$ cat config.mk
export PLATFORM = sky130hd
export DESIGN_NAME = bcc_balance_ctrl
export DESIGN_NICKNAME = d
export VERILOG_FILES = /design/src/core/bcc_sec_timer.v /design/src/core/bcc_balance_ctrl.v
export VERILOG_INCLUDE_DIRS = /design/src /design/src/shared
export SDC_FILE = /design/constraint.sdc
export NUM_CORES = 1
export LEC_CHECK = 0
export ABC_AREA = 1
export BUFFER_PORTS_ARGS = -buffer_cell sky130_fd_sc_hd__buf_2
export CORE_ASPECT_RATIO = 1.5
export CORE_MARGIN = 5
export CORE_UTILIZATION = 33
export DETAILED_ROUTE_END_ITERATION = 16
export PLACE_DENSITY = 0.46
export SLEW_MARGIN = 5
export SYNTH_ARGS = -nofsm -noshare
export SYNTH_HDL_FRONTEND = slang
export SYNTH_SLANG_ARGS = --single-unit
export TNS_END_PERCENT = 1
$ cat constraint.sdc
create_clock -name ref_clk -period 3.5 [get_ports ref_clk]
set_input_delay 0.7 -clock ref_clk [delete_from_list [all_inputs] [get_ports ref_clk]]
set_output_delay 0.7 -clock ref_clk [all_outputs]
set_load 0.02 [all_outputs]
$ cat src/shared/bcc_map.vh
/*
  Register offsets, field positions, mode codes, reset values and timing
  constants for the cell balance controller.
  Assumes a 10 MHz reference clock and inclusion by bare name.
*/
`ifndef BCC_MAP_VH
`define BCC_MAP_VH

// Register offsets
`define BCC_ADDR_SETUP 6'h13
`define BCC_ADDR_STATUS 6'h14

// Setup register fields
`define BCC_MODE_LSB 0
`define BCC_MODE_MSB 1
`define BCC_WAIT_LSB 2
`define BCC_WAIT_MSB 4
`define BCC_PTR_LO_LSB 5
`define BCC_PTR_LO_MSB 7
`define BCC_PTR_HI_BIT 8
`define BCC_GO_BIT 9

// Mode codes
`define BCC_MODE_OFF 2'h0
`define BCC_MODE_MANUAL 2'h1
`define BCC_MODE_TIMED 2'h2
`define BCC_MODE_AUTO 2'h3

// Reset values
`define BCC_SETUP_RST 10'h000
`define BCC_STATUS_RST 12'h000

// Status pointer value of the manual and timed copy
`define BCC_PTR_MAIN 4'h0

// Timing: one second, clock period, and cycles per second
`define BCC_SEC_NS 1000000000
`define BCC_CLK_NS 100
`define BCC_CYC_PER_SEC (`BCC_SEC_NS / `BCC_CLK_NS)

`endif

$ cat src/core/bcc_sec_timer.v
/*
  Seconds timer: loads a count of seconds and pulses once it has elapsed.
  Assumes a synchronous active-low reset and a free-running clock.
*/
`include "bcc_map.vh"

module bcc_sec_timer #(
  parameter CYC_PER_SEC = `BCC_CYC_PER_SEC
) (
  input wire ref_clk,
  input wire rst_n,
  input wire load,
  input wire abort,
  input wire [15:0] load_sec,
  output reg expired
);

  reg [31:0] pre;
  reg [15:0] sec;
  reg active;

  // Prescaler to whole seconds, then seconds count-down
  always @(posedge ref_clk)
  begin
    if (!rst_n || abort)
    begin
      pre <= 32'h0000_0000;
      sec <= 16'h0000;
      active <= 1'b0;
      expired <= 1'b0;
    end
    else if (load)
    begin
      pre <= 32'h0000_0000;
      sec <= load_sec;
      active <= 1'b1;
      expired <= 1'b0;
    end
    else if (active)
    begin
      if (sec == 16'h0000)
      begin
        active <= 1'b0; // Zero seconds ends next edge
        expired <= 1'b1;
      end
      else if (pre == CYC_PER_SEC - 1)
      begin
        pre <= 32'h0000_0000;
        sec <= sec - 16'h0001;
        expired <= 1'b0;
      end
      else
      begin
        pre <= pre + 32'h0000_0001;
        expired <= 1'b0;
      end
    end
    else
    begin
      expired <= 1'b0;
    end
  end

endmodule // bcc_sec_timer

$ cat src/core/bcc_balance_ctrl.v
/*
  Cell balance controller: setup and status registers, off, manual, timed
  and automatic balancing of twelve gate outputs.
  Assumes host register writes and the enable command come from logic on
  ref_clk, and the balance timeout (seconds) comes from the shared time
  register elsewhere in the device.
*/
// Summary of operation
// - Twelve gate outputs each drive one balancing transistor from host-set register bits.
// - Auto mode waits 0, 1, 2, 4, 8, 16, 32 or 64 s between cycles per the wait field.
// - Setup register at 6'h13 holds mode 1:0, wait 4:2, pointer 7:5 and 8, enable in 9.
// - The host sets all controls first; balancing starts when the enable bit becomes 1.
// - The enable bit is set by a setup register write or by the enable command.
// - Mode field 00 is off, 01 manual, 10 timed and 11 automatic.
// - Manual mode makes each output follow its host-written cell bit, untimed.
// - Timed mode turns every output off once the programmed duration has elapsed.
// - Auto mode removes a programmed charge from each cell over repeated cycles.
// - Status register at 6'h14 holds one bit per cell, cells one to twelve.
// - Pointer 0000 selects the status copy used by manual and timed modes.
// - Timed and auto modes take their timeout from the shared time register; manual does not.
// - Each nonzero pointer selects a separate automatic status register.
`include "bcc_map.vh"

module bcc_balance_ctrl #(
  parameter CELLS = 12,
  parameter AUTO_REGS = 15,
  parameter CYC_PER_SEC = `BCC_CYC_PER_SEC
) (
  input wire ref_clk,
  input wire rst_n,
  input wire reg_wr,
  input wire [5:0] reg_addr,
  input wire [15:0] reg_wdata,
  output reg [15:0] reg_rdata,
  input wire balance_enable_cmd,
  input wire [15:0] balance_time_sec,
  output reg [CELLS-1:0] balance_gate_outputs,
  output wire balance_busy
);

  localparam [2:0] ST_IDLE = 3'b001;
  localparam [2:0] ST_RUN = 3'b010;
  localparam [2:0] ST_WAIT = 3'b100;

  reg [9:0] balance_setup;
  reg [CELLS-1:0] balance_cell_status;
  reg [CELLS-1:0] auto_status [1:AUTO_REGS];
  reg [2:0] state;
  reg [3:0] auto_idx;
  reg go_prev;
  reg [2:0] next_state;
  reg [3:0] next_auto_idx;
  reg next_load;
  reg [15:0] next_load_sec;
  reg next_go_clear;
  reg [CELLS-1:0] next_gates;
  reg tmr_load;
  reg [15:0] tmr_sec;
  wire tmr_expired;
  wire [1:0] balance_method_field;
  wire [2:0] balance_wait_field;
  wire [3:0] status_pointer_field;
  wire balance_go_bit;
  wire go_rise;
  integer i;

  // Wait field to seconds
  function [15:0] bcc_wait_sec;
    input [2:0] code;
    begin
      if (code == 3'h0)
        bcc_wait_sec = 16'h0000;
      else
        bcc_wait_sec = 16'h0001 << (code - 3'h1);
    end
  endfunction

  // Setup fields
  assign balance_method_field = balance_setup[`BCC_MODE_MSB:`BCC_MODE_LSB];
  assign balance_wait_field = balance_setup[`BCC_WAIT_MSB:`BCC_WAIT_LSB];
  assign status_pointer_field = {balance_setup[`BCC_PTR_HI_BIT],
    balance_setup[`BCC_PTR_LO_MSB:`BCC_PTR_LO_LSB]};
  assign balance_go_bit = balance_setup[`BCC_GO_BIT];
  assign go_rise = balance_go_bit && !go_prev;
  assign balance_busy = (state != ST_IDLE);

  // Register writes and enable bit; set wins over the hardware clear
  always @(posedge ref_clk)
  begin
    if (!rst_n)
    begin
      balance_setup <= `BCC_SETUP_RST;
      balance_cell_status <= `BCC_STATUS_RST;
      for (i = 1; i <= AUTO_REGS; i = i + 1)
        auto_status[i] <= `BCC_STATUS_RST;
    end
    else
    begin
      if (reg_wr && reg_addr == `BCC_ADDR_SETUP)
        balance_setup <= reg_wdata[9:0];
      else if (balance_enable_cmd)
        balance_setup[`BCC_GO_BIT] <= 1'b1;
      else if (next_go_clear)
        balance_setup[`BCC_GO_BIT] <= 1'b0;
      if (reg_wr && reg_addr == `BCC_ADDR_STATUS)
      begin
        if (status_pointer_field == `BCC_PTR_MAIN)
          balance_cell_status <= reg_wdata[CELLS-1:0];
        else
          auto_status[status_pointer_field] <= reg_wdata[CELLS-1:0];
      end
    end
  end

  // Register reads, unmapped addresses read zero
  always @*
  begin
    reg_rdata = 16'h0000;
    if (reg_addr == `BCC_ADDR_SETUP)
      reg_rdata = {6'h00, balance_setup};
    else if (reg_addr == `BCC_ADDR_STATUS)
    begin
      if (status_pointer_field == `BCC_PTR_MAIN)
        reg_rdata[CELLS-1:0] = balance_cell_status;
      else
        reg_rdata[CELLS-1:0] = auto_status[status_pointer_field];
    end
  end

  // Balancing sequencer
  always @*
  begin
    next_state = state;
    next_auto_idx = auto_idx;
    next_load = 1'b0;
    next_load_sec = 16'h0000;
    next_go_clear = 1'b0;
    next_gates = {CELLS{1'b0}};
    case (state)
      ST_IDLE:
      begin
        if (go_rise && balance_method_field == `BCC_MODE_TIMED)
        begin
          next_state = ST_RUN;
          next_load = 1'b1;
          next_load_sec = balance_time_sec;
        end
        else if (go_rise && balance_method_field == `BCC_MODE_AUTO)
        begin
          next_state = ST_RUN;
          next_auto_idx = 4'h1;
          next_load = 1'b1;
          next_load_sec = balance_time_sec;
        end
      end
      ST_RUN:
      begin
        if (balance_method_field == `BCC_MODE_TIMED)
        begin
          next_gates = balance_cell_status;
          if (tmr_expired)
          begin
            next_gates = {CELLS{1'b0}};
            next_go_clear = 1'b1;
            next_state = ST_IDLE;
          end
        end
        else
        begin
          next_gates = auto_status[auto_idx];
          if (tmr_expired)
          begin
            next_gates = {CELLS{1'b0}};
            next_state = ST_WAIT;
            next_load = 1'b1;
            next_load_sec = bcc_wait_sec(balance_wait_field);
          end
        end
      end
      ST_WAIT:
      begin
        if (tmr_expired)
        begin
          if (auto_idx == AUTO_REGS || auto_status[auto_idx + 4'h1] == {CELLS{1'b0}})
          begin
            next_go_clear = 1'b1; // Charge delta fully removed
            next_state = ST_IDLE;
          end
          else
          begin
            next_auto_idx = auto_idx + 4'h1;
            next_state = ST_RUN;
            next_load = 1'b1;
            next_load_sec = balance_time_sec;
          end
        end
      end
      default:
      begin
        next_state = ST_IDLE;
      end
    endcase
    // Host abandons, or selects off or manual mode
    if (!balance_go_bit || balance_method_field == `BCC_MODE_OFF
        || balance_method_field == `BCC_MODE_MANUAL)
    begin
      next_state = ST_IDLE;
      next_load = 1'b0;
      next_go_clear = 1'b0;
    end
    // Manual outputs follow the cell bits with no timing
    if (balance_method_field == `BCC_MODE_MANUAL)
      next_gates = balance_cell_status & {CELLS{balance_go_bit}};
    else if (balance_method_field == `BCC_MODE_OFF || !balance_go_bit)
      next_gates = {CELLS{1'b0}};
  end

  // State and registered gate outputs
  always @(posedge ref_clk)
  begin
    if (!rst_n)
    begin
      state <= ST_IDLE;
      auto_idx <= 4'h1;
      go_prev <= 1'b0;
      tmr_load <= 1'b0;
      tmr_sec <= 16'h0000;
      balance_gate_outputs <= {CELLS{1'b0}};
    end
    else
    begin
      state <= next_state;
      auto_idx <= next_auto_idx;
      go_prev <= balance_go_bit;
      tmr_load <= next_load;
      tmr_sec <= next_load_sec;
      balance_gate_outputs <= next_gates;
    end
  end

  // Shared seconds timer for duration and wait
  bcc_sec_timer #(
    .CYC_PER_SEC(CYC_PER_SEC)
  ) u_timer (
    .ref_clk(ref_clk),
    .rst_n(rst_n),
    .load(tmr_load),
    .abort(state == ST_IDLE && !tmr_load),
    .load_sec(tmr_sec),
    .expired(tmr_expired)
  );

endmodule // bcc_balance_ctrl

==> results.toml, run 1 <==
[clock_tree]
ctsHoldBuffers = 0
numCtsBuffers = 36
clkTransAtPathRegs_ps = 60
cts_sinks = 309
cts_root_buf = "clkbuf_16"
cts.path.max_buffers = 3
cts_setup_buffers = 0
clk_latency_ps = 570
tritoncts = "built"
htreeDepth = 2

[worst_setup_path]
cpMaxStageDelayCell = "dfxtp_2"
r2r-start = "u_timer.pre[0]"
r2r_slack_ps = 370
worstPathRequired_ps = 2800
cp_max_fo = 45
cp_cell_sequence = "clkinv_2 > buf_16 > nand2_1 > o21ai_0 > a2bb2oi_2 > a21oi_1 > a32o_1 > o21ai_0 > o21ai_0 > buf_2"
cp_top_family = "compound AO/OA/AOI/OAI gates"
end_kind = "output port"
startpoint_type = "flip-flop"
worstPathBufferInverterCount = 3
critPathKind = "reg2out"
critical_path_arrival_ps = 2800
critPathMaxStageDelay_ps = 360
crit_path_frequent_cell = "o21ai_0"

[grt]
grt_pass1_wl_um = 97100
grt_max_degree = 90
antenna_found_initial = 2
grt_overflow_total = 0
track_usage_pct = 22.7
first_global_vias = 15293

[final_layout]
multiInputGateArea_um2 = 7560
finish.net_count = 2280
fillers = 5389
seq_area_um2 = 8120
fin_cells = 2933
diodes = 0
final_cell_mix = "nor2_1, nand2_1, o21ai_0"
post_route_cells_drive_above_1_share_pct = 10.9
area_growth_pct = 13.4
final_common_cell = "nor2_1"

[detailed_routing]
avgViaCountPerCell = 5.46
drtAntennaViolNets = 0
firstDrtPassIters = 7
vias = 16006
wl_per_cell_um = 22.7
drtIter0Drc = 1401
wl_um = 66500
drc_errors = 0

[min_path]
hold_start = "reg_wdata[1]"
hp-class = "in2reg"

[sta]
setup_viol = 0
finalCriticalPeriod_ps = 3500
min_period_over_period_pct = 100
setup_slack_ps = 1.59
fin_skew_ps = 34.0
rsz0062_at_grt = "yes"
slew_headroom_pct = 32.9
worstMarginPinSlew_ps = 1000
slew_violations = 0
hold_viol = 0
clock.fmax_mhz = 286

[flow_run]
cap_violations = 0

[die]
die_area_um2 = 56600
io_pins = 71
rows = 102
initial_core_util_pct = 33.2
coreArea_um2 = 51400
die_width_um = 196
die_y_um = 289

[place]
hpwlAfterDp_um = 46100
preCtsSetupSlack_ps = 407
placed_cells = 2872
io_buffers = 62
gp_congestion = 0.911

[yosys]
seq_area_frac_synth_pct = 47.4
yosys-top-cells-area = "edfxtp_1, dfxtp_1, o21ai_0"
synth_seq_cells = 309
synth_edf_count = 192
yosysTopAreaCell = "edfxtp_1"
syn_area_um2 = 17100
synthFlopType = "edfxtp_1"
syn_area_per_cell_um2 = 7.77
postSynthCellCount = 2200
synthDominantCellAreaShare_pct = 33.7
synth_cell_types = 57
async_reset_ff_share_pct = 0
yosys_warnings = 0

[pwr]
p_leak_uw = 0.00741
peakVddDrop_v = 0.000336
power_density_nw_per_um2 = 415

[status]
status = "completed"
logic make-up after synthesis:
| logic type | count (synthesis) | synth area share [%] |
|---|---|---|
| AND/OR/NAND/NOR | 867 | 21.9 |
| AO/OA/AOI/OAI | 628 | 20.7 |
| buffers and inverters | 377 | 8.80 |
| flip-flops | 309 | 47.4 |
| XOR/XNOR | 9 | 0.549 |
| multiplexers | 6 | 0.351 |
| adder cells (fa/ha/maj) | 3 | 0.220 |
| other | 1 | 0.0219 |
per-layer routing:
layer	vias up	part of all wire, %	GRT usage [%]
li1	7584	-	-
met1	7552	38	26.6
met2	685	49	39.5
met3	181	6.7	3.44
met4	4	6.6	12.7
met5	-	0.041	0
power by group:
group | internal (µW) | switching (µW) | total, µW
Clock | 1990 | 1620 | 3610
Sequential | 3950 | 62.5 | 4010
Combinational | 105 | 314 | 419
through the flow:
| stage | hold WS (ps) | instance area, µm² | setup TNS [ps] | power, µW | utilization (%) |
|---|---|---|---|---|---|
| floorplan | 429 | 17200 | 0 | 4280 | - |
| global placement | 443 | 18200 | 0 | 4500 | 35.5 |
| detailed placement | 454 | 18200 | 0 | 4500 | 35.5 |
| CTS | 291 | 19300 | -15.4 | 8110 | 37.6 |
| global route | 301 | 19400 | -226 | 8290 | 37.7 |
| finish | 320 | 19400 | 0 | 8040 | 37.7 |
worst paths after layout:
kind                       endpoint  cells after the start
setup / recovery       reg_rdata[8]                     10
hold / removal    auto_status[0][1]                      1
setup reg to reg     u_timer.pre[7]                     11
hold reg to reg      u_timer.sec[0]                      1
Yosys cell counts (24+ instances only):
cell,count
o21ai_0,270
o211ai_1,45
nor2_1,355
o221ai_1,24
clkbuf_1,111
inv_1,209
edfxtp_1,192
nand3_1,137
nand4_1,30
nand2_1,274
nor3_1,27
a21oi_1,224
dfxtp_1,117
final cells by class:
cell class              count  share of cell area (%)
flip-flops and latches    309                    41.9
multi-input cells        1529                    39.0
clock buffers              47                    5.07
repair buffers            127                    4.62
inverters                 232                    4.54
well taps                 676                    4.36
clock inverters            13                   0.542
flip-flops by register name (all words and copies together), names as in the netlist, named ones only:
name                  count
u_timer.expired           1
go_prev                   1
tmr_sec                  16
balance_cell_status      12
balance_gate_outputs     12
balance_setup            10
u_timer.active            1
u_timer.sec              16
state                     3
u_timer.pre              32
auto_status             192
auto_idx                  4
tmr_load                  1
timing repair:
action / CTS / global route
cloned: 0 / 1
endpoints found under the setup margin: 2 / 9
resized for setup: 1 / 13
No activity file was read; power rests on OpenSTA's default activity.
==> run 2: changes to the inputs <==
ABC_AREA = not set   (was 1)
==> results.toml, run 2 <==
[status]
status = "finished with violations"
violations = "negative setup slack"

[pwr]
p_leak_uw = 0.00646
peakVddDrop_v = 0.000277
total_power_uw = 8140
power_density_nw_per_um2 = 443

[min_path]
hold_depth = 2
hold_start = "balance_time_sec[10]"
hp-class = "in2reg"
hold_end = "tmr_sec[10]"

[sta]
rsz0062_at_grt = "yes"
min_period_over_period_pct = 101
clock.fmax_mhz = 282
slew_violations = 0
setup_slack_ps = -44.3
hold_viol = 0
fin_skew_ps = 33.4
setup_viol = 8
slew_headroom_pct = 42.1
worstMarginPinSlew_ps = 866
finalCriticalPeriod_ps = 3540

[clock_tree]
cts_sinks = 309
clkTransAtPathRegs_ps = 70
ctsHoldBuffers = 0
htreeDepth = 1
cts.path.max_buffers = 3
tritoncts = "built"
numCtsBuffers = 30
cts_root_buf = "clkbuf_16"
clk_latency_ps = 590

[worst_setup_path]
cp_max_fo = 14
r2r-start = "auto_idx[0]"
critPathKind = "reg2out"
startpoint_type = "flip-flop"
r2r_slack_ps = 400
critical_path_arrival_ps = 2840
reg2reg_depth = 10
worstPathRequired_ps = 2800
end_kind = "output port"

[final_layout]
area_growth_pct = 15.4
post-route-util_pct = 38.5
largest_reg_flops = 192
fin_cells = 2017
top_register = "auto_status"
largestRegisters = "auto_status: 192 flops, u_timer.pre: 32 flops"
final_common_cell = "and2_1"
post_route_cells_drive_above_1_share_pct = 22.3
diodes = 0
finish.net_count = 1438
final_cell_mix = "and2_1, edfxtp_1, mux4_2"

[yosys]
yosys-top-cells-area = "edfxtp_1, mux4_2, dfxtp_1"
syn_area_per_cell_um2 = 12.1
postSynthCellCount = 1312
syn_area_um2 = 15900
yosysTopAreaCell = "edfxtp_1"
synth_seq_cells = 309
yosysMostFrequentCell = "and2_1"
yosys_warnings = 0
async_reset_ff_share_pct = 0
synth_edf_count = 192
seq_area_frac_synth_pct = 50.9
synthFlopType = "edfxtp_1"
yosys-top-cells-count = "and2_1, edfxtp_1, mux4_2"
synthDominantCellAreaShare_pct = 36.2
synth_cell_types = 65

[flow_run]
cap_violations = 0

[die]
rows = 98
initial_core_util_pct = 33.4
coreArea_um2 = 47700
die_width_um = 189
die_y_um = 279
io_pins = 71
die_area_um2 = 52800

[detailed_routing]
wl_um = 52700
avgViaCountPerCell = 5.41
vias = 10920
drc_errors = 0
wl_per_cell_um = 26.1
firstDrtPassIters = 5
drtAntennaViolNets = 0
drtIter0Drc = 761

[place]
hpwlAfterDp_um = 38900
preCtsSetupSlack_ps = 392
io_buffers = 62
placed_cells = 1960
gp_congestion = 0.905

[grt]
grt_overflow_total = 0
first_global_vias = 11120
track_usage_pct = 19.6
grt_max_degree = 50
antenna_found_initial = 2
grt_pass1_wl_um = 76800
-- run 2: layout make-up --
type,count,area [µm²]
Clock buffer,34,787
Multi-Input combinational cell,898,7400
Clock inverter,22,340
Inverter,28,105
Tap cell,600,751
Timing Repair Buffer,126,878
Sequential cell,309,8120
Fill cell,4612,29300
-- run 2: report_power, final --
group	switching, µW	leakage [µW]	internal, µW	total (µW)
Clock	1480	0.000537	2280	3750
Sequential	78.3	0.00292	3940	4020
Combinational	227	0.00301	137	363
-- run 2: metal layers --
metal	routed length, µm	part of all wire [%]	GRT usage, %	vias to the layer above
met3	2110	4.0	2.31	97
met5	0	0	0	-
met4	2850	5.4	9.34	0
met1	19200	37	21.4	5499
met2	28500	54	37.5	311
li1	-	-	-	5013
-- run 2: cells by family after synthesis --
kind of cell | Yosys count | share of synthesized area, %
simple gates | 556 | 18.9
buf+inv | 120 | 3.05
fa+ha+maj | 3 | 0.236
xor+xnor | 45 | 2.57
flops | 309 | 50.9
other cells | 1 | 0.0236
mux | 145 | 18.7
compound gates | 133 | 5.54
-- run 2: what timing repair did --
| action | CTS | global route |
|---|---|---|
| endpoints found under the setup margin | 12 | 12 |
| gates cloned | 0 | 0 |
| gates resized for setup | 2 | 2 |
| setup buffers | 1 | 0 |
-- run 2: worst max-delay path by stage --
stage                      startpoint      endpoint  slack [ps]  cells after the start
after floorplan             flip-flop  reg_rdata[9]         320                      6
after global placement    auto_idx[0]    tmr_sec[0]         400                     10
after detailed placement  auto_idx[0]     flip-flop         390                     11
after CTS                   flip-flop  reg_rdata[3]         -80                      6
after global routing        flip-flop  reg_rdata[3]        -100                      6
final                       flip-flop  reg_rdata[3]         -40                      6
-- run 2: critical path: stages (launching register included) --
cell,delay [ps]
dfxtp_4,450
buf_12,200
mux4_2,640
mux4_2,530
mux2i_1,160
o21ai_1,90
buf_2,160
-- run 2: per-stage QoR --
step / cell area, µm² / TNS [ps] / hold slack, ps
after global placement: 17200 / 0 / 443
after floorplan: 16000 / 0 / 426
after CTS: 18400 / -484 / 275
final: 18400 / -117 / 311
after detailed placement: 17200 / 0 / 444
after global routing: 18400 / -809 / 305
